--- src/hw/gpt_timer_defs.vh ---
// Constant definitions for the general purpose timer block.
`ifndef GPT_TIMER_DEFS_VH
`define GPT_TIMER_DEFS_VH

// Register byte offsets.
`define GPT_OFF_CFG      8'h00
`define GPT_OFF_AMODE    8'h04
`define GPT_OFF_BMODE    8'h08
`define GPT_OFF_CTL      8'h0C
`define GPT_OFF_IMR      8'h18
`define GPT_OFF_RIS      8'h1C
`define GPT_OFF_MIS      8'h20
`define GPT_OFF_ICR      8'h24
`define GPT_OFF_AILR     8'h28
`define GPT_OFF_BILR     8'h2C
`define GPT_OFF_AMATCH   8'h30
`define GPT_OFF_APR      8'h38
`define GPT_OFF_BPR      8'h3C
`define GPT_OFF_ACNT     8'h48
`define GPT_OFF_BCNT     8'h4C

// Control register fields.
`define GPT_CTL_AEN      0
`define GPT_CTL_ASTALL   1
`define GPT_CTL_OVR      4
`define GPT_CTL_BEN      8
`define GPT_CTL_BSTALL   9

// Interrupt status fields.
`define GPT_INT_ATO      0
`define GPT_INT_CLK      3

// Configuration and mode encodings.
`define GPT_CFG_32TMR    3'h0
`define GPT_CFG_32RTC    3'h1
`define GPT_MODE_ONESHOT 2'h1
`define GPT_MODE_PERIOD  2'h2

// Reset values, and the count loaded on entry to clock mode.
`define GPT_CNT_RST      16'hFFFF
`define GPT_ILR_RST      16'hFFFF
`define GPT_PR_RST       8'h00
`define GPT_RTC_START    32'h00000001

// Capture edges per one second tick of the clock mode.
`define GPT_RTC_DIV      16'h8000

// Bus responses.
`define GPT_RESP_OKAY    2'h0
`define GPT_RESP_SLVERR  2'h2

`endif

--- src/hw/gpt_timer.v ---
// General purpose timer with joined 32-bit timer and clock modes, AXI4-Lite registers.
//
// Added by the designer: the AXI4-Lite interface to the registers and the address map.
`timescale 1ns/1ps
`include "gpt_timer_defs.vh"

module gpt_timer #(
  parameter [15:0] RTC_DIV = `GPT_RTC_DIV
) (
  input  wire        MCLK_I,
  input  wire        RESET_I,
  input  wire        CCP_I,
  input  wire        DEBUG_HALT_I,
  output reg         TRIGGER_O,
  output reg         IRQ_O,
  input  wire [7:0]  S_AXI_AWADDR_I,
  input  wire        S_AXI_AWVALID_I,
  output reg         S_AXI_AWREADY_O,
  input  wire [31:0] S_AXI_WDATA_I,
  input  wire [3:0]  S_AXI_WSTRB_I,
  input  wire        S_AXI_WVALID_I,
  output reg         S_AXI_WREADY_O,
  output reg  [1:0]  S_AXI_BRESP_O,
  output reg         S_AXI_BVALID_O,
  input  wire        S_AXI_BREADY_I,
  input  wire [7:0]  S_AXI_ARADDR_I,
  input  wire        S_AXI_ARVALID_I,
  output reg         S_AXI_ARREADY_O,
  output reg  [31:0] S_AXI_RDATA_O,
  output reg  [1:0]  S_AXI_RRESP_O,
  output reg         S_AXI_RVALID_O,
  input  wire        S_AXI_RREADY_I
);

  localparam [15:0] DIV_LAST = RTC_DIV - 16'h0001;

  ////////////////////////////////////////////////////////////////////////////////
  // Register state.

  reg  [2:0]  cfg_q;
  reg  [1:0]  amode_q;
  reg  [1:0]  bmode_q;
  reg  [15:0] ctl_q;
  reg  [3:0]  imr_q;
  reg  [3:0]  ris_q;
  reg  [15:0] ila_q;
  reg  [15:0] ilb_q;
  reg  [31:0] amatch_q;
  reg  [7:0]  apr_q;
  reg  [7:0]  bpr_q;
  reg  [31:0] cnt_q;
  reg         load_pend_q;
  reg         rtc_init_q;
  reg         ccp_prev_q;
  reg  [15:0] div_q;

  reg         aw_got_q;
  reg         w_got_q;
  reg  [7:0]  waddr_q;
  reg  [31:0] wdata_q;
  reg  [3:0]  wstrb_q;

  ////////////////////////////////////////////////////////////////////////////////
  // Helpers.

  function [31:0] merge;
    input [31:0] old_v;
    input [31:0] new_v;
    input [3:0]  strb;
    integer      i;
    begin
      merge = old_v;
      for (i = 0; i < 4; i = i + 1) begin
        if (strb[i]) begin
          merge[i*8 +: 8] = new_v[i*8 +: 8];
        end
      end
    end
  endfunction

  function mapped;
    input [7:0] addr;
    begin
      case (addr)
        `GPT_OFF_CFG, `GPT_OFF_AMODE, `GPT_OFF_BMODE, `GPT_OFF_CTL,
        `GPT_OFF_IMR, `GPT_OFF_RIS, `GPT_OFF_MIS, `GPT_OFF_ICR,
        `GPT_OFF_AILR, `GPT_OFF_BILR, `GPT_OFF_AMATCH, `GPT_OFF_APR,
        `GPT_OFF_BPR, `GPT_OFF_ACNT, `GPT_OFF_BCNT: mapped = 1'b1;
        default: mapped = 1'b0;
      endcase
    end
  endfunction

  ////////////////////////////////////////////////////////////////////////////////
  // Bus handshake.

  wire aw_hs    = S_AXI_AWVALID_I & S_AXI_AWREADY_O;
  wire w_hs     = S_AXI_WVALID_I & S_AXI_WREADY_O;
  wire ar_hs    = S_AXI_ARVALID_I & S_AXI_ARREADY_O;
  wire do_write = aw_got_q & w_got_q & ~S_AXI_BVALID_O;

  wire aw_got_d = ~do_write & (aw_got_q | aw_hs);
  wire w_got_d  = ~do_write & (w_got_q | w_hs);
  wire bvalid_d = do_write | (S_AXI_BVALID_O & ~S_AXI_BREADY_I);
  wire rvalid_d = ar_hs | (S_AXI_RVALID_O & ~S_AXI_RREADY_I);

  wire [31:0] wmerge = merge(32'h00000000, wdata_q, wstrb_q);
  // Unstrobed byte lanes keep what the register already holds.
  wire [31:0] ctl_m   = merge({16'h0000, ctl_q}, wdata_q, wstrb_q);
  wire [31:0] il_m    = merge({ilb_q, ila_q}, wdata_q, wstrb_q);
  wire [31:0] ilb_m   = merge({16'h0000, ilb_q}, wdata_q, wstrb_q);
  wire        wr_cfg  = do_write & (waddr_q == `GPT_OFF_CFG);
  wire        wr_ctl  = do_write & (waddr_q == `GPT_OFF_CTL);
  wire        wr_icr  = do_write & (waddr_q == `GPT_OFF_ICR);
  wire        wr_ailr = do_write & (waddr_q == `GPT_OFF_AILR);
  wire        wr_bilr = do_write & (waddr_q == `GPT_OFF_BILR);

  ////////////////////////////////////////////////////////////////////////////////
  // Mode decode.

  wire mode_tmr = (cfg_q == `GPT_CFG_32TMR);
  wire mode_rtc = (cfg_q == `GPT_CFG_32RTC);
  wire joined   = mode_tmr | mode_rtc;
  wire a_en     = ctl_q[`GPT_CTL_AEN];
  wire oneshot  = (amode_q == `GPT_MODE_ONESHOT);
  wire tmr_mode = oneshot | (amode_q == `GPT_MODE_PERIOD);
  wire tmr_stall = DEBUG_HALT_I & ctl_q[`GPT_CTL_ASTALL];
  wire rtc_stall = DEBUG_HALT_I & (ctl_q[`GPT_CTL_ASTALL] | ctl_q[`GPT_CTL_BSTALL])
                   & ~ctl_q[`GPT_CTL_OVR];
  wire tmr_run  = mode_tmr & tmr_mode & a_en & ~tmr_stall;
  wire rtc_run  = mode_rtc & a_en & ~rtc_stall;
  wire ccp_rise = CCP_I & ~ccp_prev_q;
  wire tick     = rtc_run & ccp_rise & (div_q == DIV_LAST);
  wire tmr_zero = tmr_run & ~load_pend_q & (cnt_q == 32'h00000000);
  wire rtc_hit  = tick & ~rtc_init_q & (cnt_q == amatch_q);

  reg  [3:0] ris_set;
  always @* begin
    ris_set = 4'h0;
    ris_set[`GPT_INT_ATO] = tmr_zero;
    ris_set[`GPT_INT_CLK] = rtc_hit;
  end

  // clear by ones, set wins over clear
  wire [3:0] ris_d = ris_set | (ris_q & ~(wr_icr ? wmerge[3:0] : 4'h0));

  ////////////////////////////////////////////////////////////////////////////////
  // Bus slave registers.

  always @(posedge MCLK_I) begin
    if (RESET_I) begin
      aw_got_q        <= 1'b0;
      w_got_q         <= 1'b0;
      waddr_q         <= 8'h00;
      wdata_q         <= 32'h00000000;
      wstrb_q         <= 4'h0;
      S_AXI_AWREADY_O <= 1'b0;
      S_AXI_WREADY_O  <= 1'b0;
      S_AXI_BVALID_O  <= 1'b0;
      S_AXI_BRESP_O   <= `GPT_RESP_OKAY;
      S_AXI_ARREADY_O <= 1'b0;
      S_AXI_RVALID_O  <= 1'b0;
      S_AXI_RRESP_O   <= `GPT_RESP_OKAY;
      S_AXI_RDATA_O   <= 32'h00000000;
    end else begin
      aw_got_q        <= aw_got_d;
      w_got_q         <= w_got_d;
      S_AXI_AWREADY_O <= ~aw_got_d & ~bvalid_d;
      S_AXI_WREADY_O  <= ~w_got_d & ~bvalid_d;
      S_AXI_BVALID_O  <= bvalid_d;
      S_AXI_ARREADY_O <= ~rvalid_d;
      S_AXI_RVALID_O  <= rvalid_d;
      if (aw_hs) begin
        waddr_q <= {S_AXI_AWADDR_I[7:2], 2'b00};
      end
      if (w_hs) begin
        wdata_q <= S_AXI_WDATA_I;
        wstrb_q <= S_AXI_WSTRB_I;
      end
      if (do_write) begin
        S_AXI_BRESP_O <= mapped(waddr_q) ? `GPT_RESP_OKAY : `GPT_RESP_SLVERR;
      end
      if (ar_hs) begin
        S_AXI_RRESP_O <= mapped({S_AXI_ARADDR_I[7:2], 2'b00}) ? `GPT_RESP_OKAY
                                                             : `GPT_RESP_SLVERR;
        case ({S_AXI_ARADDR_I[7:2], 2'b00})
          `GPT_OFF_CFG:    S_AXI_RDATA_O <= {29'h0, cfg_q};
          `GPT_OFF_AMODE:  S_AXI_RDATA_O <= {30'h0, amode_q};
          `GPT_OFF_BMODE:  S_AXI_RDATA_O <= {30'h0, bmode_q};
          `GPT_OFF_CTL:    S_AXI_RDATA_O <= {16'h0, ctl_q};
          `GPT_OFF_IMR:    S_AXI_RDATA_O <= {28'h0, imr_q};
          `GPT_OFF_RIS:    S_AXI_RDATA_O <= {28'h0, ris_q};
          `GPT_OFF_MIS:    S_AXI_RDATA_O <= {28'h0, ris_q & imr_q};
          `GPT_OFF_AILR:   S_AXI_RDATA_O <= joined ? {ilb_q, ila_q} : {16'h0, ila_q};
          `GPT_OFF_BILR:   S_AXI_RDATA_O <= {16'h0, ilb_q};
          `GPT_OFF_AMATCH: S_AXI_RDATA_O <= amatch_q;
          `GPT_OFF_APR:    S_AXI_RDATA_O <= {24'h0, apr_q};
          `GPT_OFF_BPR:    S_AXI_RDATA_O <= {24'h0, bpr_q};
          `GPT_OFF_ACNT:   S_AXI_RDATA_O <= joined ? cnt_q : {16'h0, cnt_q[15:0]};
          `GPT_OFF_BCNT:   S_AXI_RDATA_O <= {16'h0, cnt_q[31:16]};
          default:         S_AXI_RDATA_O <= 32'h00000000;
        endcase
      end
    end
  end

  ////////////////////////////////////////////////////////////////////////////////
  // Software configuration registers.

  always @(posedge MCLK_I) begin
    if (RESET_I) begin
      cfg_q    <= 3'h0;
      amode_q  <= 2'h0;
      bmode_q  <= 2'h0;
      imr_q    <= 4'h0;
      amatch_q <= 32'hFFFFFFFF;
      ila_q    <= `GPT_ILR_RST;
      ilb_q    <= `GPT_ILR_RST;
      apr_q    <= `GPT_PR_RST;
      bpr_q    <= `GPT_PR_RST;
    end else if (do_write) begin
      case (waddr_q)
        `GPT_OFF_CFG:    cfg_q    <= wstrb_q[0] ? wdata_q[2:0] : cfg_q;
        `GPT_OFF_AMODE:  amode_q  <= wstrb_q[0] ? wdata_q[1:0] : amode_q;
        `GPT_OFF_BMODE:  bmode_q  <= wstrb_q[0] ? wdata_q[1:0] : bmode_q;
        `GPT_OFF_IMR:    imr_q    <= wstrb_q[0] ? wdata_q[3:0] : imr_q;
        `GPT_OFF_AMATCH: amatch_q <= merge(amatch_q, wdata_q, wstrb_q);
        `GPT_OFF_APR:    apr_q    <= wstrb_q[0] ? wdata_q[7:0] : apr_q;
        `GPT_OFF_BPR:    bpr_q    <= wstrb_q[0] ? wdata_q[7:0] : bpr_q;
        `GPT_OFF_AILR: begin
          ila_q <= il_m[15:0];
          // upper half fills half B load
          if (joined) begin
            ilb_q <= il_m[31:16];
          end
        end
        `GPT_OFF_BILR:   ilb_q    <= ilb_m[15:0];
        default: begin
        end
      endcase
    end
  end

  ////////////////////////////////////////////////////////////////////////////////
  // Counter, control and status.

  always @(posedge MCLK_I) begin
    if (RESET_I) begin
      cnt_q       <= {`GPT_CNT_RST, `GPT_CNT_RST};
      ctl_q       <= 16'h0000;
      ris_q       <= 4'h0;
      load_pend_q <= 1'b0;
      rtc_init_q  <= 1'b0;
      ccp_prev_q  <= 1'b0;
      div_q       <= 16'h0000;
      TRIGGER_O   <= 1'b0;
      IRQ_O       <= 1'b0;
    end else begin
      ccp_prev_q <= CCP_I;
      ris_q      <= ris_d;
      IRQ_O      <= |(ris_d & imr_q);
      TRIGGER_O  <= tmr_zero;
      if (wr_ctl) begin
        ctl_q <= ctl_m[15:0];
      end
      if (tmr_zero & oneshot) begin
        ctl_q[`GPT_CTL_AEN] <= 1'b0;
      end
      load_pend_q <= wr_ailr | wr_bilr;
      rtc_init_q  <= wr_cfg & (wmerge[2:0] == `GPT_CFG_32RTC) & ~mode_rtc;
      // The divider restarts whenever the clock is not running, so a
      // fresh enable always waits a full second for its first tick.
      if (!rtc_run) begin
        div_q <= 16'h0000;
      end else if (ccp_rise) begin
        div_q <= (div_q == DIV_LAST) ? 16'h0000 : div_q + 16'h0001;
      end
      if (rtc_init_q) begin
        cnt_q <= `GPT_RTC_START;
      end else if (mode_tmr & load_pend_q) begin
        cnt_q <= {ilb_q, ila_q};
      end else if (tmr_zero) begin
        cnt_q <= {ilb_q, ila_q};
      end else if (tmr_run) begin
        cnt_q <= cnt_q - 32'h00000001;
      end else if (rtc_hit) begin
        cnt_q <= 32'h00000000;
      end else if (tick) begin
        cnt_q <= cnt_q + 32'h00000001;
      end
    end
  end

endmodule // gpt_timer

--- config.mk ---
export PLATFORM = sky130hd
export DESIGN_NAME = gpt_timer
export DESIGN_NICKNAME = d
export VERILOG_FILES = /design/src/hw/gpt_timer.v
export VERILOG_INCLUDE_DIRS = /design/src /design/src/hw
export SDC_FILE = /design/constraint.sdc
export NUM_CORES = 1
export LEC_CHECK = 0
export BUFFER_PORTS_ARGS = -buffer_cell sky130_fd_sc_hd__buf_2
export CORE_ASPECT_RATIO = 1.5
export CORE_MARGIN = 2
export CORE_UTILIZATION = 35
export CTS_CLUSTER_DIAMETER = 30
export DETAILED_ROUTE_END_ITERATION = 8
export PLACE_DENSITY = 0.58
export SKIP_LAST_GASP = 1
export SYNTH_ARGS = -nofsm -noshare
export SYNTH_HDL_FRONTEND = slang
export SYNTH_SLANG_ARGS = --single-unit
--- constraint.sdc ---
create_clock -name MCLK_I -period 3.3 [get_ports MCLK_I]
set_input_delay 0.66 -clock MCLK_I [delete_from_list [all_inputs] [get_ports MCLK_I]]
set_output_delay 0.66 -clock MCLK_I [all_outputs]
set_load 0.02 [all_outputs]
==> results by group <==
Pwr
  – Worst vdd ir: 374 uV
  – Total power: 7.82 mW
  – Pwr Density: 533 nW/um2
  – P_leak: 6.02 nW

Logic synthesis
  – Ys Warns: 0
  – Yosys reg bits: 247
  – Synth cell types: 73
  – Post-synth top flop: dfxtp_1
  – Fraction of registers with async set/reset: 0%
  – Seq/Total Area, Yosys: 40.6%
  – Mean Syn Cell Area: 8.13 um2
  – Post-Syn Area: 12,200 um2
  – Cell count after synthesis: 1,499
  – Number of enable flip-flop cells after synthesis: 0

Setup path
  – CP Cell Sequence: or4_4 -> nand4b_4 -> or4_4 -> nand2_2 -> nor2_2 -> a221o_1 -> a211o_1
  – Top cell family by delay on the critical path: simple AND/OR/NAND/NOR gates
  – Crit end category: register
  – Crit-path most repeated cell: or4_4
  – Critical path class: register to register
  – Max incr delay on CP: 630 ps
  – Worst path slowest cell: or4_4
  – CP Data Arrival Time: 3300 ps
  – CP Launch Type: register
  – Crit Path Max Fanout: 11
  – CP bufs+invs: 0
  – CP Data Required Time: 3720 ps

Clock tree
  – Resized Gates After CTS: 0
  – CTS root buf: clkbuf_16
  – Total CTS buffers: 40
  – H-tree depth: 2
  – Clock Latency Late Sink: 550 ps
  – Clock sink total: 247
  – CTS Hold Bufs: 0
  – CTS tree: done
  – Clock Pin Slew Worst Setup and Hold Paths: 60 ps
  – Post-CTS Repair Setup Buffers: 0
  – Clk buf depth: 3

STA
  – Final Setup Violations: 0
  – Fmax: 348 MHz
  – Worst slew pin tran: 1110 ps
  – Worst slew margin: 25.4%
  – Final hold vios: 0
  – Minimum clock period: 2870 ps
  – TNS Setup: 0 ps
  – RSZ-0062 raised after global routing: no
  – Crit share post-route: 87.0%
  – Fin. max-slew vios: 0
  – Clock skew: 24.9 ps

Global routing
  – Initial antenna violation count: 0
  – Gr usage total: 22.9%
  – Grt total ovfl: 0
  – Pin count of the biggest net entering global routing: 133
  – Global-route wire length before repair: 64,600 um
  – Vias in the first global route: 11,400

Floorplan
  – Core area: 34,300 um2
  – Effective utilization at floorplan: 35.5%
  – Die W: 156 um
  – Die footprint: 36,300 um2
  – Die H: 232 um
  – I/O Pins: 104
  – Num rows: 83

Finish
  – ANT cells: 0
  – Commonest non-fill, non-tap cell in the layout: nand2_1
  – Area growth from synthesis to layout: 20.5%
  – # nets final: 1,649
  – Commonest non-fill, non-tap cells in the layout: nand2_1, dfxtp_1, nor2_1, a21oi_1, buf_2
  – Multi-input gate area: 6720 um2
  – Layout cell share with drive strength beyond 1: 16.7%
  – Fill count: 3,496
  – Layout Cells excl Fill: 2,040
  – Register Area: 4940 um2

Route
  – Vias/cell: 5.71
  – Drt total wl: 41,800 um
  – ANT nets after route: 0
  – Routed via count: 11,600
  – DR DRC count: 0
  – DR WL/cell: 20.5 um
  – DR iter-0 viols: 926
  – TritonRoute pass-1 iters: 5

Placement
  – IO buf count: 97
  – Hpwl dp: 31,300 um
  – Placed Instances: 1,967
  – Placer Congestion: 0.913

Outcome
  – Outcome: finished clean

Flow run
  – Max-cap violations: 0

Worst hold path
  – Worst min path class: input port to register
==> layer usage <==
metal	global-route usage [%]	vias up	wire length, um
li1	-	5583	-
met1	26.3	5538	16800
met2	40.2	392	20600
met5	0	-	0
met4	14.2	0	2600
met3	2.70	129	1770
==> worst reg2reg max path, cell delays in order, from the launching register on <==
cell	delay, ps
dfxtp_1	450
or4_4	630
nand4b_4	290
or4_4	610
nand2_2	120
nor2_2	80
a221o_1	300
a211o_1	280
==> layout make-up <==
class | count | area share, %
Multi-Input combinational cell | 1122 | 45.8
Sequential cell | 247 | 33.7
Clock buffer | 46 | 7.40
Timing Repair Buffer | 161 | 7.11
Tap cell | 425 | 3.62
Clock inverter | 27 | 2.08
Inverter | 12 | 0.307
==> worst paths after layout <==
kind	from	endpoint	slack, ps	cells after the start
min reg2reg	S_AXI_RDATA_O[0]$_SDFFE_PP0P_	S_AXI_RDATA_O[0]$_SDFFE_PP0P_	450	2
max reg2reg	cnt_q[2]$_SDFFE_PP1P_	cnt_q[0]$_SDFFE_PP1P_	430	7
min	S_AXI_WDATA_I[22]	wdata_q[22]$_SDFFE_PP0P_	350	3
max	cnt_q[2]$_SDFFE_PP1P_	cnt_q[0]$_SDFFE_PP1P_	430	7
==> Yosys cell counts, types with 4 or more instances <==
master,number,area share (%)
nand2_1,254,7.8
dfxtp_1,247,41
nor2_1,127,3.9
a21oi_1,106,4.4
clkbuf_1,98,3.0
mux2i_1,86,7.1
nand3_1,79,3.2
nor3_1,45,1.8
o21ai_0,42,1.7
xnor2_1,42,3.0
a221oi_1,40,2.9
nand4_1,30,1.5
a22oi_1,25,1.5
o211ai_1,23,1.4
a22o_1,17,1.2
nor4_1,16,0.82
xor2_1,16,1.2
a31oi_1,11,0.56
inv_1,11,0.34
nand2b_1,11,0.56
o22ai_1,11,0.56
and2_1,10,0.51
mux2_2,10,0.92
and3_1,9,0.46
buf_2,8,0.33
nor2b_1,8,0.41
and4_1,7,0.50
buf_1,7,0.22
o2bb2a_1,6,0.49
o311ai_1,6,0.43
or2_2,6,0.31
a32oi_1,4,0.29
a41oi_1,4,0.29
buf_4,4,0.25
ha_1,4,0.41
o31a_1,4,0.29
o31ai_1,4,0.25
==> registers in the layout, indices dropped and copies added, names as in the netlist, 2 cells and up <==
name	count
S_AXI_RDATA_O	32
amatch_q	32
cnt_q	32
wdata_q	32
ctl_q	16
div_q	16
ila_q	16
ilb_q	16
apr_q	8
bpr_q	8
waddr_q	6
imr_q	4
ris_q	4
wstrb_q	4
cfg_q	3
amode_q	2
bmode_q	2
==> power by group <==
part	total, mW	internal, mW	switching (mW)
sequential	3.10	3.04	0.0637
combinational	0.406	0.146	0.260
clock	4.31	2.66	1.65
total	7.82	5.85	1.97
==> logic make-up after synthesis <==
| family | after synthesis | synth area share, % |
|---|---|---|
| AOI/OAI and AO/OA | 329 | 18.1 |
| xor gates and xnor gates | 58 | 4.17 |
| adders and majority gates | 4 | 0.411 |
| buffers and inverters | 131 | 4.37 |
| DFF | 247 | 40.6 |
| muxes | 96 | 7.99 |
| other | 1 | 0.0308 |
| and+or+nand+nor | 633 | 24.3 |
==> metrics by stage <==
step           instance area [um2]  setup WS (ps)  hold WS, ps  utilization [%]
6_report                     14700            427          350             42.8
5_1_grt                      14700            370          354             42.8
4_1_cts                      14700            428          335             42.8
3_5_place_dp                 13300            434          448             38.8
3_3_place_gp                 13300            449          444             38.8
2_1_floorplan                12200            643          434                -
(Power assumes the default switching activity.)
